$ cat src/logic/rfrm_pkg.sv
// Shared constants and types of the reader register map
package rfrm_pkg;

    localparam int ADDR_W = 5;
    localparam int DATA_W = 8;

    // Register offsets
    localparam logic [4:0] ADDR_CSC       = 5'h00;
    localparam logic [4:0] ADDR_PROTO     = 5'h01;
    localparam logic [4:0] ADDR_TYPEB_TX  = 5'h02;
    localparam logic [4:0] ADDR_TYPEA_HBR = 5'h03;
    localparam logic [4:0] ADDR_TX_PULSE  = 5'h06;
    localparam logic [4:0] ADDR_RX_NORESP = 5'h07;
    localparam logic [4:0] ADDR_RX_WAIT   = 5'h08;
    localparam logic [4:0] ADDR_MOD_CLK   = 5'h09;
    localparam logic [4:0] ADDR_RX_SPEC   = 5'h0A;
    localparam logic [4:0] ADDR_REG_IO    = 5'h0B;
    localparam logic [4:0] ADDR_IRQ_STAT  = 5'h0C;
    localparam logic [4:0] ADDR_COLL_MASK = 5'h0D;
    localparam logic [4:0] ADDR_COLL_POS  = 5'h0E;
    localparam logic [4:0] ADDR_SIG_LEVEL = 5'h0F;
    localparam logic [4:0] ADDR_TEST_ONE  = 5'h1A;
    localparam logic [4:0] ADDR_TEST_TWO  = 5'h1B;
    localparam logic [4:0] ADDR_FIFO_STAT = 5'h1C;
    localparam logic [4:0] ADDR_TXLEN_HI  = 5'h1D;
    localparam logic [4:0] ADDR_TXLEN_LO  = 5'h1E;
    localparam logic [4:0] ADDR_FIFO_DATA = 5'h1F;

    // Reset values
    localparam logic [7:0] CSC_RST   = 8'h01;
    localparam logic [7:0] PROTO_RST = 8'h02;
    localparam logic [7:0] OPT_RST   = 8'h00;

    // Clock output divider bits kept across a protocol preset
    localparam logic [7:0] MOD_CLKDIV_MASK = 8'h03;

    // Address/command word fields
    localparam int WORD_CMD_BIT  = 7;
    localparam int WORD_RD_BIT   = 6;
    localparam int WORD_CONT_BIT = 5;

    localparam logic [4:0] CMD_SOFT_INIT = 5'h03;

    // Wake-up time from standby
    localparam int WAKE_TIME_US = 100;
    localparam int CORE_CLK_MHZ = 250;
    localparam int WAKE_CYCLES  = WAKE_TIME_US * CORE_CLK_MHZ;

    typedef struct packed {
        logic standby;
        logic direct_mode;
        logic rf_output_enable;
        logic half_power_select;
        logic aux_input_select;
        logic reserved;
        logic receiver_force;
        logic supply_range_select;
    } rfrm_csc_t;

    typedef enum logic [3:0] {
        ST_ADDR  = 4'b0001,
        ST_WRITE = 4'b0010,
        ST_READ  = 4'b0100,
        ST_HOLD  = 4'b1000
    } rfrm_state_t;

endpackage

$ cat src/logic/rfrm_register_map.sv
// Host-visible register bank of the reader front end
// Function
// Enable low or reset loads 0x01
// B7 standby; active ready after wake time
// B6 selects direct or framed operation
// Host sets direct variant before direct bit
// B5 switches transmitter and receivers on
// B4 selects half or full power
// B3 selects auxiliary or main input
// B1 forces receiver and oscillator on
// B1 clear: receiver follows RF enable
// B0 selects 5 V or 3 V supply
// Enable low or reset loads protocol 0x02
// 0x0D read/write, 0x0E read-only
// 0x0F signal level is read-only
// 0x09 modulator/clock control read/write
// 0x0B regulator/IO control read/write
// First word: command, read, continuous, address
// Protocol write reloads option registers 0x02-0x0B
// Clock divider bits survive protocol preset
// Read-only/unlisted writes ignored, unlisted read zero
`timescale 1ns/1ps
`default_nettype none
module rfrm_register_map
    import rfrm_pkg::*;
#(
    parameter int WAKE_COUNT = WAKE_CYCLES
) (
    // Clock and reset
    input  wire logic        core_clk_in,
    input  wire logic        rst_n_in,
    input  wire logic        chip_enable_in,
    // Host port
    input  wire logic        frame_active_in,
    input  wire logic        byte_valid_in,
    input  wire logic [7:0]  byte_in,
    output logic [7:0]       rd_data_out,
    output logic             rd_valid_out,
    output logic             cmd_valid_out,
    output logic [4:0]       cmd_code_out,
    // FIFO side
    input  wire logic [7:0]  fifo_rd_data_in,
    output logic             fifo_rd_out,
    output logic             fifo_wr_out,
    output logic [7:0]       fifo_wr_data_out,
    // Status sources
    input  wire logic [7:0]  irq_status_in,
    input  wire logic [7:0]  collision_pos_in,
    input  wire logic [7:0]  signal_level_in,
    input  wire logic [7:0]  fifo_status_in,
    // Front end controls
    output logic             standby_out,
    output logic             active_ready_out,
    output logic             direct_mode_out,
    output logic             rf_output_enable_out,
    output logic             receiver_enable_out,
    output logic             tx_osc_enable_out,
    output logic             half_power_select_out,
    output logic             aux_input_select_out,
    output logic             supply_range_select_out,
    output logic [7:0]       protocol_control_out,
    output logic [7:0]       modulator_clock_out_control_out
);

    function automatic logic rfrm_is_rw(input logic [4:0] a);
        unique case (a)
            ADDR_CSC, ADDR_PROTO, ADDR_TYPEB_TX, ADDR_TYPEA_HBR,
            ADDR_TX_PULSE, ADDR_RX_NORESP, ADDR_RX_WAIT,
            ADDR_MOD_CLK, ADDR_RX_SPEC, ADDR_REG_IO, ADDR_COLL_MASK,
            ADDR_TEST_ONE, ADDR_TEST_TWO, ADDR_TXLEN_HI,
            ADDR_TXLEN_LO: rfrm_is_rw = 1'b1;
            default:       rfrm_is_rw = 1'b0;
        endcase
    endfunction

    function automatic logic [7:0] rfrm_rst_val(input logic [4:0] a);
        if (a == ADDR_CSC) begin
            rfrm_rst_val = CSC_RST;
        end else if (a == ADDR_PROTO) begin
            rfrm_rst_val = PROTO_RST;
        end else begin
            rfrm_rst_val = OPT_RST;
        end
    endfunction

    logic [1:0]  rst_sync_ff;
    logic        rst_n;
    rfrm_state_t state_ff;
    logic [4:0]  addr_ff;
    logic        cont_ff;
    logic [7:0]  regs_ff [32];
    logic [7:0]  rd_data_ff;
    logic        rd_valid_ff;
    logic        cmd_valid_ff;
    logic [4:0]  cmd_code_ff;
    logic        fifo_wr_ff;
    logic [7:0]  fifo_wr_data_ff;
    logic        take;
    logic        cmd_take;
    logic        soft_init;
    logic        wr_en;
    logic        rd_en;
    logic        preset;
    logic [7:0]  rd_mux;
    rfrm_csc_t   csc;

    // Asynchronous assert, synchronous release
    always_ff @(posedge core_clk_in or negedge rst_n_in) begin
        if (!rst_n_in) begin
            rst_sync_ff <= 2'b00;
        end else begin
            rst_sync_ff <= {rst_sync_ff[0], 1'b1};
        end
    end
    assign rst_n = rst_sync_ff[1];

    assign take      = frame_active_in && byte_valid_in;
    assign cmd_take  = take && (state_ff == ST_ADDR)
                       && byte_in[WORD_CMD_BIT];
    assign soft_init = cmd_take && (byte_in[4:0] == CMD_SOFT_INIT);
    assign wr_en     = take && (state_ff == ST_WRITE);
    assign rd_en     = take && (state_ff == ST_READ);
    assign preset    = wr_en && (addr_ff == ADDR_PROTO);

    // Access sequencing; frame end always returns to the address word
    always_ff @(posedge core_clk_in or negedge rst_n) begin
        if (!rst_n) begin
            state_ff <= ST_ADDR;
        end else if (!frame_active_in) begin
            state_ff <= ST_ADDR;
        end else if (byte_valid_in) begin
            unique case (state_ff)
                ST_ADDR: begin
                    if (byte_in[WORD_CMD_BIT]) begin
                        state_ff <= ST_HOLD;
                    end else if (byte_in[WORD_RD_BIT]) begin
                        state_ff <= ST_READ;
                    end else begin
                        state_ff <= ST_WRITE;
                    end
                end
                ST_WRITE, ST_READ: begin
                    if (!cont_ff) begin
                        state_ff <= ST_HOLD;
                    end
                end
                ST_HOLD: begin
                    state_ff <= ST_HOLD;
                end
            endcase
        end
    end

    // Address pointer; continuous mode steps it per data byte
    always_ff @(posedge core_clk_in or negedge rst_n) begin
        if (!rst_n) begin
            addr_ff <= 5'h00;
            cont_ff <= 1'b0;
        end else if (take && state_ff == ST_ADDR) begin
            addr_ff <= byte_in[4:0];
            cont_ff <= byte_in[WORD_CONT_BIT];
        end else if ((wr_en || rd_en) && cont_ff) begin
            addr_ff <= addr_ff + 5'h01;
        end
    end

    // Register storage; only writable addresses hold state
    for (genvar i = 0; i < 32; i++) begin : g_reg
        localparam logic [4:0] A = 5'(i);
        if (rfrm_is_rw(A)) begin : g_rw
            always_ff @(posedge core_clk_in or negedge rst_n) begin
                if (!rst_n) begin
                    regs_ff[i] <= rfrm_rst_val(A);
                end else if (!chip_enable_in || soft_init) begin
                    regs_ff[i] <= rfrm_rst_val(A);
                end else if (wr_en && addr_ff == A) begin
                    regs_ff[i] <= byte_in;
                end else if (preset && A >= ADDR_TYPEB_TX
                             && A <= ADDR_REG_IO) begin
                    if (A == ADDR_MOD_CLK) begin
                        regs_ff[i] <= (regs_ff[i] & MOD_CLKDIV_MASK)
                                      | (OPT_RST & ~MOD_CLKDIV_MASK);
                    end else begin
                        regs_ff[i] <= OPT_RST;
                    end
                end
            end
        end else begin : g_none
            assign regs_ff[i] = 8'h00;
        end
    end

    // Read-only views come straight from their sources
    always_comb begin
        unique case (addr_ff)
            ADDR_IRQ_STAT:  rd_mux = irq_status_in;
            ADDR_COLL_POS:  rd_mux = collision_pos_in;
            ADDR_SIG_LEVEL: rd_mux = signal_level_in;
            ADDR_FIFO_STAT: rd_mux = fifo_status_in;
            ADDR_FIFO_DATA: rd_mux = fifo_rd_data_in;
            default:        rd_mux = regs_ff[addr_ff];
        endcase
    end

    always_ff @(posedge core_clk_in or negedge rst_n) begin
        if (!rst_n) begin
            rd_data_ff  <= 8'h00;
            rd_valid_ff <= 1'b0;
        end else begin
            rd_valid_ff <= rd_en;
            if (rd_en) begin
                rd_data_ff <= rd_mux;
            end
        end
    end

    always_ff @(posedge core_clk_in or negedge rst_n) begin
        if (!rst_n) begin
            cmd_valid_ff <= 1'b0;
            cmd_code_ff  <= 5'h00;
        end else begin
            cmd_valid_ff <= cmd_take;
            if (cmd_take) begin
                cmd_code_ff <= byte_in[4:0];
            end
        end
    end

    // FIFO writes are registered for one cycle, then passed on; no register slot holds them
    always_ff @(posedge core_clk_in or negedge rst_n) begin
        if (!rst_n) begin
            fifo_wr_ff      <= 1'b0;
            fifo_wr_data_ff <= 8'h00;
        end else begin
            fifo_wr_ff <= wr_en && (addr_ff == ADDR_FIFO_DATA);
            if (wr_en && addr_ff == ADDR_FIFO_DATA) begin
                fifo_wr_data_ff <= byte_in;
            end
        end
    end

    assign fifo_rd_out      = rd_en && (addr_ff == ADDR_FIFO_DATA);
    assign rd_data_out      = rd_data_ff;
    assign rd_valid_out     = rd_valid_ff;
    assign cmd_valid_out    = cmd_valid_ff;
    assign cmd_code_out     = cmd_code_ff;
    assign fifo_wr_out      = fifo_wr_ff;
    assign fifo_wr_data_out = fifo_wr_data_ff;

    // Direct bit is taken as written; the host orders its writes
    assign csc                     = rfrm_csc_t'(regs_ff[ADDR_CSC]);
    assign standby_out             = csc.standby;
    assign direct_mode_out         = csc.direct_mode;
    assign rf_output_enable_out    = csc.rf_output_enable;
    assign half_power_select_out   = csc.half_power_select;
    assign aux_input_select_out    = csc.aux_input_select;
    assign supply_range_select_out = csc.supply_range_select;
    assign receiver_enable_out     = csc.receiver_force
                                     || csc.rf_output_enable;
    assign tx_osc_enable_out       = csc.receiver_force
                                     || csc.rf_output_enable;
    assign protocol_control_out    = regs_ff[ADDR_PROTO];
    assign modulator_clock_out_control_out = regs_ff[ADDR_MOD_CLK];

    rfrm_wake_timer #(
        .WAKE_COUNT (WAKE_COUNT)
    ) u_wake (
        .core_clk_in (core_clk_in),
        .rst_n_in    (rst_n),
        .standby_in  (csc.standby),
        .ready_out   (active_ready_out)
    );
endmodule
`default_nettype wire

$ cat src/logic/rfrm_wake_timer.sv
// Standby exit timer that flags full operation
`timescale 1ns/1ps
`default_nettype none
module rfrm_wake_timer
    import rfrm_pkg::*;
#(
    parameter int WAKE_COUNT = WAKE_CYCLES
) (
    // Clock and reset
    input  wire logic core_clk_in,
    input  wire logic rst_n_in,
    // Control
    input  wire logic standby_in,
    output logic      ready_out
);

    localparam int CNT_W = $clog2(WAKE_COUNT + 1);
    localparam logic [CNT_W-1:0] CNT_END = CNT_W'(WAKE_COUNT);

    logic [CNT_W-1:0] cnt_ff;
    logic             ready_ff;

    always_ff @(posedge core_clk_in or negedge rst_n_in) begin
        if (!rst_n_in) begin
            cnt_ff <= '0;
        end else if (standby_in) begin
            cnt_ff <= '0;
        end else if (cnt_ff != CNT_END) begin
            cnt_ff <= cnt_ff + CNT_W'(1);
        end
    end

    // Ready only once the count has run out after leaving standby
    always_ff @(posedge core_clk_in or negedge rst_n_in) begin
        if (!rst_n_in) begin
            ready_ff <= 1'b0;
        end else begin
            ready_ff <= !standby_in && (cnt_ff == CNT_END);
        end
    end

    assign ready_out = ready_ff;
endmodule
`default_nettype wire

$ cat config.mk
export PLATFORM = sky130hd
export DESIGN_NAME = rfrm_register_map
export DESIGN_NICKNAME = d
export VERILOG_FILES = /design/src/logic/rfrm_pkg.sv /design/src/logic/rfrm_register_map.sv /design/src/logic/rfrm_wake_timer.sv
export SDC_FILE = /design/constraint.sdc
export NUM_CORES = 1
export LEC_CHECK = 0
export BUFFER_PORTS_ARGS = -buffer_cell sky130_fd_sc_hd__clkbuf_2
export CORE_ASPECT_RATIO = 1.1
export CORE_UTILIZATION = 25
export DETAILED_ROUTE_END_ITERATION = 10
export PLACE_DENSITY_LB_ADDON = 0.25
export SLEW_MARGIN = 20
export SYNTH_ARGS = -nofsm -noshare
export SYNTH_HDL_FRONTEND = slang
export SYNTH_SLANG_ARGS = --single-unit
$ cat constraint.sdc
create_clock -name core_clk_in -period 5.9 [get_ports core_clk_in]
set_clock_uncertainty 0.1 [all_clocks]
set_input_delay 1.18 -clock core_clk_in [delete_from_list [all_inputs] [get_ports core_clk_in]]
set_output_delay 1.18 -clock core_clk_in [all_outputs]
set_load 0.1 [all_outputs]
## Yosys cells after proc, flatten, opt, wreduce, memory -nomap -nowiden

Index checks and enable logic that the tools add are counted.

| operators by class | value |
|---|---|
| $add $sub $neg | 2 |
| multipliers | 0 |
| divide/modulo/power cells | 0 |
| order comparisons | 1 |
| equality and inequality tests | 28 |
| shift-type cells | 0 |
| mux-type cells | 46 |
| bitwise gates (word level) | 1 |
| reductions and logical operators | 51 |

Operators with widths:

| cell | count |
|---|---|
| 2-to-1 mux 8 bit | 34 |
| binary-select mux 8 bit (select 5 bit) | 1 |
| == test 5 x 4 -> 1 bit (second input constant) | 8 |
| one-hot mux 8 bit (5 select lines) | 1 |
| == test 5 bit (second input constant) | 6 |
| 2-to-1 mux 15 bit | 2 |
| logical AND 1 bit | 25 |
| nonzero test 3 bit | 8 |
| nonzero test 2 bit | 10 |
| 2-to-1 mux 4 bit | 4 |
| adder 15 x 1 -> 15 bit (second input constant) | 1 |
| == test 15 bit (second input constant) | 1 |
| == test 5 x 2 -> 1 bit (second input constant) | 3 |
| != test 15 bit (second input constant) | 1 |
| one-hot mux 4 bit (3 select lines) | 1 |
| == test 5 x 3 -> 1 bit (second input constant) | 2 |
| 2-to-1 mux 5 bit | 2 |
| greater-or-equal comparator 6 bit (second input constant) | 1 |
| NOT 5 -> 6 bit | 1 |
| adder 5 x 1 -> 5 bit (second input constant) | 1 |
| == test 5 x 1 -> 1 bit (second input constant) | 1 |
| logical NOT 5 bit | 1 |
| == test 4 x 1 -> 1 bit (second input constant) | 1 |
| == test 4 x 2 -> 1 bit (second input constant) | 1 |
| other kinds (9) | 12 |

| storage, ports and cells | value |
|---|---|
| register bits after elaboration | 172 |
| bits in latches | 0 |
| RAM bits | 0 |
| memory bits (read-only) | 0 |
| bits of input ports | 53 |
| memories kept | 0 |

## Longest topological paths before layout

Gate-level depths: netlist of run 1.

| depth | value |
|---|---|
| depth in word-level cells | 6 |
| gate-level depth with buffers | 10 |
| mapped depth without buffers | 7 |

## Modules after synthesis

From an unflattened synthesis of run 1, not the netlist that was laid out.

| unflattened totals | value |
|---|---|
| cell total of the unflattened synthesis | 859 |
| area, all modules | 8987.4 um2 |

By module, submodules not included:

| module | times used | cells each | area an instance (um2) | sequential area each (um2) |
|---|---|---|---|---|
| rfrm_register_map | 1 | 770 | 8072.7 | 3907.5 |
| rfrm_wake_timer | 1 | 89 | 914.6 | 400.4 |

## Worst setup path before layout of run 1

OpenSTA, ideal clock, no wires.

| timing | value |
|---|---|
| kind | input to output |
| start | in byte_valid_in |
| end | out fifo_rd_out |
| arrival time | 2856 ps |
| setup slack | 1764 ps |
| stages on the path | 6 |
| path through | and4bb_1 > buf_4 > nand3b_1 > inv_2 > clkbuf_1 > and2_1 |

| on the way | value |
|---|---|
| cells in the longest elaborated chain, start to end | 3 |

RTL lines:

| element | RTL line | source |
|---|---|---|
| start: declaration | rfrm_register_map.sv:35 | `input wire logic byte_valid_in,` |
| logical AND 1 bit | rfrm_register_map.sv:117 | `assign take = frame_active_in && byte_valid_in;` |
| logical AND 1 bit | rfrm_register_map.sv:122 | `assign rd_en = take && (state_ff == ST_READ);` |
| named net rd_en | rfrm_register_map.sv:102 | `logic rd_en;` |
| logical AND 1 bit | rfrm_register_map.sv:242 | `assign fifo_rd_out = rd_en && (addr_ff == ADDR_FIFO_DATA);` |
| end: declaration | rfrm_register_map.sv:43 | `output logic fifo_rd_out,` |

The timed path passes the listed nets, and every way through them passes these cells.

## Worst setup path in the final report of run 1

| timing | value |
|---|---|
| start | in frame_active_in |
| end | out fifo_rd_out |

| on the way | value |
|---|---|
| cells in the longest elaborated chain, start to end | 3 |

RTL lines:

| element | RTL line | source |
|---|---|---|
| start: declaration | rfrm_register_map.sv:34 | `input wire logic frame_active_in,` |
| logical AND 1 bit | rfrm_register_map.sv:117 |  |
| logical AND 1 bit | rfrm_register_map.sv:122 |  |
| logical AND 1 bit | rfrm_register_map.sv:242 |  |

No other way between the ends.

==> results_dict.tcl, run 1 <==
set metrics [dict create \
    dp_hpwl_um 18100 \
    clkLatencyLatePin_ns 0.45 \
    syn_inst 791 \
    routed_via_density 5.14 \
    synth_top_area_frac 0.483 \
    ys_ff_latch 172 \
    cts_buffers 17 \
    ir_drop_v 0.000318 \
    reg2regPathDepth 7 \
    crit_path_end "fifo_rd_out" \
    coreArea_um2 34400 \
    wl_um 27400 \
    synth-seq-area-share 0.492 \
    vias 6637 \
    die_area_um2 35800 \
    drc 0 \
    grt_max_degree 171 \
    power.leakage_nw 4.72 \
    r2r_setup_slack_ns 2.57 \
    die_w_um 180 \
    min_period_ns 4.26 \
    dr.max_layer_used "met4" \
    synthArstFlopShare 1.00 \
    pin_count 103 \
    nNetsFinal 902 \
    ys_top_cells_by_area "dfrtp_1, mux2i_1, a32o_1, mux4_2, nor2_1" \
    routabilityCongestion 0.741 \
    critPathLaunchType "primary input" \
    path_class "in2out" \
    r2r-start "addr_ff[0]" \
    ant_nets 0 \
    slowest_delay_ns 0.45 \
    crit_start "frame_active_in" \
    period_share 0.722 \
    path_common_cell "clkbuf_2" \
    post-cts-setup-buffers 0 \
    synth_flop_cell "dfrtp_1" \
    tns_ns 0 \
    mostFrequentLayoutCell "dfrtp_1" \
    finalHoldViolCount 0 \
    cts_tree "yes" \
    synthesis.area_um2 8760 \
    avgSynthCellArea_um2 11.1 \
    wl_met1_um 12900 \
    routedWlPerCell_um 21.2 \
    clock-sinks 172 \
    max_slew_margin 0.365 \
    clock.fmax_mhz 235 \
    instances_no_fill 1292 \
    critical_path.slowest_cell "clkbuf_2" \
    worstSetupEndpointType "output port" \
    power_density_nw_per_um2 311 \
    cp.required_ns 4.62 \
    layout-drive-gt1-share 0.251 \
    status "complete, no violations" \
    slew_violations 0 \
    rsz0062_at_grt "no" \
    cts_max_level 4 \
    antenna_found_initial 0 \
    clk_pin_slew_ns 0.07 \
    grt_pass1_vias 6710 \
    die_y_um 198 \
    track_usage 0.158 \
    area.growth.synth_to_final_pct 15.2 \
    setup_violations 0 \
    clock-root-buffer "clkbuf_16" \
    fp-row-count 71 \
    final_cell_mix "dfrtp_1, clkbuf_2, nor2_1, nand2_1, mux2i_1" \
    min_path_type "reg2async" \
    syn-num-nets 852 \
    firstDrtPassIters 5 \
    cts_resized 0 \
    grt_pass1_wl_um 42300 \
    synth-edff-count 0 \
    path_cells "clkbuf_2, and4bb_1, buf_4, nand3b_1, inv_2, and2_1, clkbuf_2" \
    post-place-cells 1259 \
    ys_warn_count 0 \
    route.met2.wl_um 12900 \
    place.port_buffers 102 \
    diodes 0 \
    start_util 0.255 \
    critical_path.max_fanout 18 \
    r2r-end "regs_ff[207]" \
    postCtsHoldBufs 0 \
    grt_overflow 0 \
    ctsLongestPathBuffers 2 \
    cp_data_arrival_time_ns 2.98 \
    yosysTopAreaCell "dfrtp_1" \
    drtIter0Drc 446 \
    dr_wl_met3_um 1230 \
    worst_pin_slew_ns 0.950 \
    synthDistinctLibCells 64 \
    drv_cap 0 \
]
-- cell usage after synthesis, drive strengths merged (7+ instances only) --
master / instances
a31o: 18
ha: 8
and3: 12
inv: 16
xor2: 11
o22ai: 24
and2: 7
a32o: 38
nand4: 22
mux2i: 48
dfrtp: 169
mux4: 16
nor2: 71
nand2: 61
mux2: 22
o221a: 8
buf: 60
nor2b: 8
nand3: 15
clkbuf: 29
a22oi: 30
o21ai: 11
a21oi: 16
a211oi: 13
-- where the power goes --
part / leakage (nW) / internal [mW] / switching [mW]
Sequential: 2.33 / 1.23 / 0.0692
Combinational: 2.11 / 0.206 / 0.521
Clock: 0.275 / 0.564 / 0.553
-- kinds of logic after synthesis --
logic type	after synthesis	share of synthesized area
AOI/OAI and AO/OA	185	0.169
xor gates and xnor gates	14	0.0140
adders and majority gates	8	0.0114
buffers and inverters	105	0.0623
DFF	172	0.492
muxes	86	0.124
other	1	0.000428
and+or+nand+nor	220	0.127
-- final cells by class --
type                            instances  area [um^2]
Multi-Input combinational cell        514         3920
Inverter                               16         60.1
Clock buffer                           18          429
Fill cell                            3556        24300
Tap cell                              438          548
Timing Repair Buffer                  120          678
Sequential cell                       172         4310
Clock inverter                         14          145
-- metal layers --
metal  GRT usage  vias to the layer above
li1            -                     3041
met1       0.216                     3396
met2       0.256                      179
met3      0.0289                       21
met4      0.0405                        0
met5           0                        -
-- flip-flops by register name, indices dropped and copies added (netlist names) --
name / count
cont_ff: 1
modulator_clock_out_control_out: 8
u_wake.cnt_ff: 15
rd_valid_out: 1
protocol_control_out: 8
addr_ff: 5
cmd_valid_out: 1
u_wake.ready_out: 1
fifo_wr_data_out: 8
regs_ff: 96
fifo_wr_out: 1
state_ff: 4
csc: 8
rd_data_out: 8
rst_sync_ff: 2
cmd_code_out: 5
-- worst min path at each step --
| stage | endpoint | slack (ns) | depth (start not counted) |
|---|---|---|---|
| final | modulator_clock_out_control_out[4] | 0.22 | 1 |
| after detailed placement | rst_sync_ff[1] | 0.24 | 0 |
| after CTS | rst_sync_ff[1] | 0.26 | 0 |
| after global placement | rst_sync_ff[1] | 0.24 | 0 |
| after global routing | modulator_clock_out_control_out[4] | 0.26 | 1 |
| after floorplan | rst_sync_ff[1] | 0.23 | 0 |
-- per-stage QoR --
step	instance area, um^2	setup WS, ns	total power [mW]	utilization	hold WS [ns]
finish	10100	1.64	3.14	0.294	0.215
global route	10100	1.49	3.28	0.294	0.259
CTS	10100	1.42	3.18	0.292	0.258
detailed placement	9480	1.65	2.05	0.276	0.240
global placement	9480	1.69	2.05	0.276	0.238
floorplan	8760	0.658	1.85	-	0.231
-- critical path: cells and delay by family --
| family | cells | cell delay [ns] |
|---|---|---|
| buffers and inverters | 4 | 1.08 |
| AND/OR/NAND/NOR | 3 | 0.70 |
Power figures use the tool's default switching activity.
==> run 2: changes to the inputs <==
ABC_AREA = 1   (was default)
clock period = 4.4 ns   (was 5.9 ns; I/O delays follow)
==> results_dict.tcl, run 2 <==
set metrics [dict create \
    r2r_setup_slack_ns 1.16 \
    layout-drive-gt1-share 0.143 \
    post-cts-setup-buffers 0 \
    clock-root-buffer "clkbuf_16" \
    cp.required_ns 3.42 \
    setup_violations 0 \
    post-place-cells 1788 \
    vias 8208 \
    mostFrequentLayoutCell "nand2_1" \
    power.internal_mw 2.93 \
    worstSetupEndpointType "output port" \
    drtIter0Drc 522 \
    routedWlPerCell_um 16.3 \
    critPathLaunchType "flip-flop" \
    antenna_found_initial 0 \
    die_w_um 185 \
    firstDrtPassIters 5 \
    clock_power_share 0.307 \
    grt_overflow 0 \
    grt_pass1_vias 8137 \
    fill_cells 3988 \
    drc 0 \
    ys_top_cells_by_area "dfrtp_1, nand2_1, nand3_1, inv_1, o21ai_0" \
    instances_no_fill 1820 \
    die_area_um2 37600 \
    ctsLongestPathBuffers 2 \
    power.leakage_nw 5.34 \
    top_register "regs_ff" \
    period_share 0.802 \
    synthArstFlopShare 1.00 \
    worst_pin_slew_ns 1.05 \
    power_density_nw_per_um2 475 \
    synth-edff-count 0 \
    cts_buffers 17 \
    clock-sinks 172 \
    grt_max_degree 61 \
    combPwrFrac 0.336 \
    swShare 0.423 \
    clk_pin_slew_ns 0.08 \
    diodes 0 \
    synth.most_common_cell "nand2_1" \
    path_class "reg2out" \
    synth_top_area_frac 0.459 \
    ys_top_cells_by_count "nand2_1, dfrtp_1, inv_1" \
    ys_ff_latch 172 \
    reg2regPathDepth 10 \
    cts_max_level 4 \
    slew_violations 0 \
    synthesis.area_um2 9220 \
    finalHoldViolCount 0 \
    status "complete, no violations" \
    dp_hpwl_um 21100 \
    routed_via_density 4.51 \
    synthDistinctLibCells 40 \
    place.port_buffers 102 \
    synth-seq-area-share 0.467 \
    area.growth.synth_to_final_pct 15.9 \
    seq_power_share 0.357 \
    top_regs "regs_ff x96, u_wake.cnt_ff x15" \
    fp-row-count 73 \
    ys_warn_count 0 \
    synth_flop_cell "dfrtp_1" \
    pin_count 103 \
    wl_um 29700 \
    largest_reg_flops 96 \
    track_usage 0.165 \
    nNetsFinal 1381 \
    min_period_ns 3.53 \
    finalPower_mw 5.07 \
    clkLatencyLatePin_ns 0.44 \
    p_sw_mw 2.15 \
    avgSynthCellArea_um2 7.37 \
    syn_inst 1250 \
    cts_tree "yes" \
    ant_nets 0 \
    postCtsHoldBufs 0 \
    critical_path.max_fanout 10 \
    tns_ns 0 \
    rsz0062_at_grt "no" \
    r2r-end "rd_data_out[6]" \
    cts_resized 0 \
    coreArea_um2 36300 \
    yosysTopAreaCell "dfrtp_1" \
    min_path_type "in2async" \
    grt_pass1_wl_um 47000 \
    ir_drop_v 0.000277 \
    max_slew_margin 0.295 \
    r2r-start "addr_ff[0]" \
    die_y_um 203 \
    cp_data_arrival_time_ns 2.55 \
    drv_cap 0 \
    start_util 0.254 \
    syn-num-nets 1311 \
    final_cell_mix "nand2_1, dfrtp_1, inv_1, nand3_1, clkbuf_2" \
    clock.fmax_mhz 283 \
    routabilityCongestion 0.837 \
]
## run 2: final cells by class
type	count	area [um^2]	area share
well taps	487	609	0.0571
clock inverters	13	154	0.0144
clock buffers	19	433	0.0405
multi-input cells	880	4070	0.381
inverters	139	522	0.0489
repair buffers	110	583	0.0546
flip-flops and latches	172	4310	0.404
## run 2: worst max path at each step
| stage | startpoint | to | slack (ns) | cells after the start |
|---|---|---|---|---|
| after floorplan | byte_valid_in | fifo_rd_out | 0.65 | 5 |
| after global placement | frame_active_in | fifo_rd_out | 1.02 | 6 |
| after detailed placement | frame_active_in | fifo_rd_out | 0.97 | 6 |
| after CTS | addr_ff[3] | fifo_rd_out | 0.85 | 6 |
| after global routing | state_ff[1] | fifo_rd_out | 0.69 | 6 |
| final | addr_ff[3] | fifo_rd_out | 0.87 | 6 |
## run 2: worst max-delay path: stages (launching register included)
cell and delay, ns:
dfrtp_1 0.43, nand2_1 0.23, nor2_1 0.23, ha_1 0.41
inv_1 0.14, nor2_1 0.17, clkbuf_2 0.49
## run 2: layer usage
layer | global-route usage | share of wire
met1 | 0.222 | 0.47
met2 | 0.262 | 0.46
met3 | 0.0300 | 0.049
met4 | 0.0576 | 0.022
met5 | 0 | 0
## run 2: logic make-up after synthesis
kind of cell    synth area share
simple gates               0.327
buf+inv                   0.0920
flops                      0.467
compound gates            0.0954
fa+ha+maj                 0.0109
mux                      0.00611
other cells             0.000407
xor+xnor                0.000950
## run 2: power groups by stage
stage / clock network, mW / logic [mW] / registers (mW)
4_1_cts: 1.59 / 1.70 / 1.81
3_5_place_dp: 0 / 1.70 / 1.84
3_3_place_gp: 0 / 1.69 / 1.84
5_1_grt: 1.65 / 1.87 / 1.83
2_1_floorplan: 0 / 0.915 / 2.13
6_report: 1.56 / 1.70 / 1.81
## run 2: per-stage QoR
step | hold slack, ns | instance area, um^2 | setup slack (ns) | utilization
6_report | 0.105 | 10700 | 0.870 | 0.295
5_1_grt | 0.0881 | 10700 | 0.688 | 0.295
4_1_cts | 0.0886 | 10700 | 0.846 | 0.295
3_5_place_dp | 0.236 | 10100 | 0.970 | 0.278
3_3_place_gp | 0.235 | 10100 | 1.02 | 0.278
2_1_floorplan | 0.231 | 9220 | 0.646 | -
==> run 3: changes to the inputs <==
ABC_AREA = 0   (was 1)
clock period = 3.4 ns   (was 4.4 ns; I/O delays follow)
==> results_dict.tcl, run 3 (same netlist as run 1, synthesis figures left out) <==
set metrics [dict create \
    status "complete, no violations" \
    path_class "reg2out" \
    firstDrtPassIters 5 \
    min_period_ns 3.03 \
    largest_reg_flops 96 \
    routed_via_density 5.13 \
    ctsLongestPathBuffers 2 \
    ir_drop_v 0.000418 \
    clk_pin_slew_ns 0.08 \
    layout-drive-gt1-share 0.265 \
    pin_count 103 \
    cp_data_arrival_time_ns 2.25 \
    track_usage 0.159 \
    period_share 0.892 \
    top_regs "regs_ff x96, u_wake.cnt_ff x15" \
    slew_violations 0 \
    drtIter0Drc 395 \
    finalPower_mw 5.68 \
    regArea_um2 4310 \
    clock-root-buffer "clkbuf_16" \
    routabilityCongestion 0.766 \
    worstSetupEndpointType "output port" \
    vias 6721 \
    multi_input_area_um2 3910 \
    setup_violations 0 \
    area.growth.synth_to_final_pct 17.5 \
    grt_pass1_vias 6771 \
    final_cell_mix "dfrtp_1, clkbuf_2, nor2_1, nand2_1, mux2i_1" \
    place.port_buffers 102 \
    grt_pass1_wl_um 43000 \
    clock.fmax_mhz 330 \
    critPathLaunchType "flip-flop" \
    grt_overflow 0 \
    die_area_um2 35800 \
    cts_resized 0 \
    wl_um 27300 \
    ant_nets 0 \
    post-cts-setup-buffers 0 \
    critical_path.max_fanout 10 \
    worst_pin_slew_ns 0.919 \
    mostFrequentLayoutCell "dfrtp_1" \
    nNetsFinal 920 \
    min_path_type "reg2async" \
    rsz0062_at_grt "no" \
    power_density_nw_per_um2 552 \
    cp.required_ns 2.62 \
    top_register "regs_ff" \
    dp_hpwl_um 18700 \
    start_util 0.255 \
    drc 0 \
    cts_tree "yes" \
    clock-sinks 172 \
    finalHoldViolCount 0 \
    grt_max_degree 81 \
    routedWlPerCell_um 20.8 \
    tns_ns 0 \
    die_w_um 180 \
    die_y_um 198 \
    antenna_found_initial 1 \
    cts_max_level 4 \
    diodes 0 \
    power.leakage_nw 4.84 \
    fp-row-count 71 \
    max_slew_margin 0.386 \
    drv_cap 0 \
    cts_buffers 17 \
    fill_cells 3563 \
    coreArea_um2 34400 \
    clkLatencyLatePin_ns 0.44 \
    postCtsHoldBufs 1 \
]
-- run 3: worst max-delay path, cell delays in order, from the launching register on --
cell and delay, ns:
dfrtp_2 0.50, ha_1 0.28, and3_1 0.21, ha_1 0.40, and2_1 0.24, buf_12 0.18
-- run 3: cell type report --
| type | instances | area share |
|---|---|---|
| Clock buffer | 18 | 0.0427 |
| Clock inverter | 14 | 0.0195 |
| Multi-Input combinational cell | 514 | 0.380 |
| Sequential cell | 172 | 0.419 |
| Tap cell | 438 | 0.0532 |
| Inverter | 16 | 0.00584 |
| Timing Repair Buffer | 138 | 0.0800 |
-- run 3: through the flow --
| stage | worst slack (ns) | hold WS, ns | instance area (um^2) | utilization | cells |
|---|---|---|---|---|---|
| finish | 0.367 | 0.198 | 10300 | 0.299 | 1310 |
| detailed placement | 0.689 | 0.213 | 9640 | 0.280 | 1277 |
| global placement | 0.678 | 0.216 | 9640 | 0.280 | 1277 |
| floorplan | 0.264 | 0.231 | 8760 | - | 791 |
| CTS | 0.344 | 0.222 | 10300 | 0.299 | 1310 |
| global route | 0.242 | 0.244 | 10300 | 0.299 | 1310 |
-- run 3: worst paths after layout --
kind	start	endpoint	slack, ns	depth (start not counted)
max	addr_ff[0]	fifo_rd_out	0.37	5
min	rst_sync_ff[1]	regs_ff[186]	0.20	0
max in group asynchronous	rst_sync_ff[1]	csc[7]	2.14	1
min reg2reg	rst_sync_ff[1]	regs_ff[186]	0.20	0
min in group core_clk_in	rst_sync_ff[0]	rst_sync_ff[1]	0.26	0
max reg2reg	addr_ff[0]	regs_ff[169]	0.65	7
-- run 3: power by group --
group | switching, mW | internal, mW | total, mW
sequential | 0.112 | 2.13 | 2.24
clock | 0.947 | 1.21 | 2.16
combinational | 0.909 | 0.373 | 1.28
total | 1.97 | 3.72 | 5.68
-- run 3: metal layers --
layer / wire length, um / vias to the layer above / part of all wire / track usage
li1: - / 3074 / - / -
met1: 13100 / 3433 / 0.48 / 0.222
met2: 12600 / 200 / 0.46 / 0.250
met3: 1410 / 12 / 0.052 / 0.0309
met4: 208 / 2 / 0.0076 / 0.0399
met5: 8 / - / 0.00029 / 0
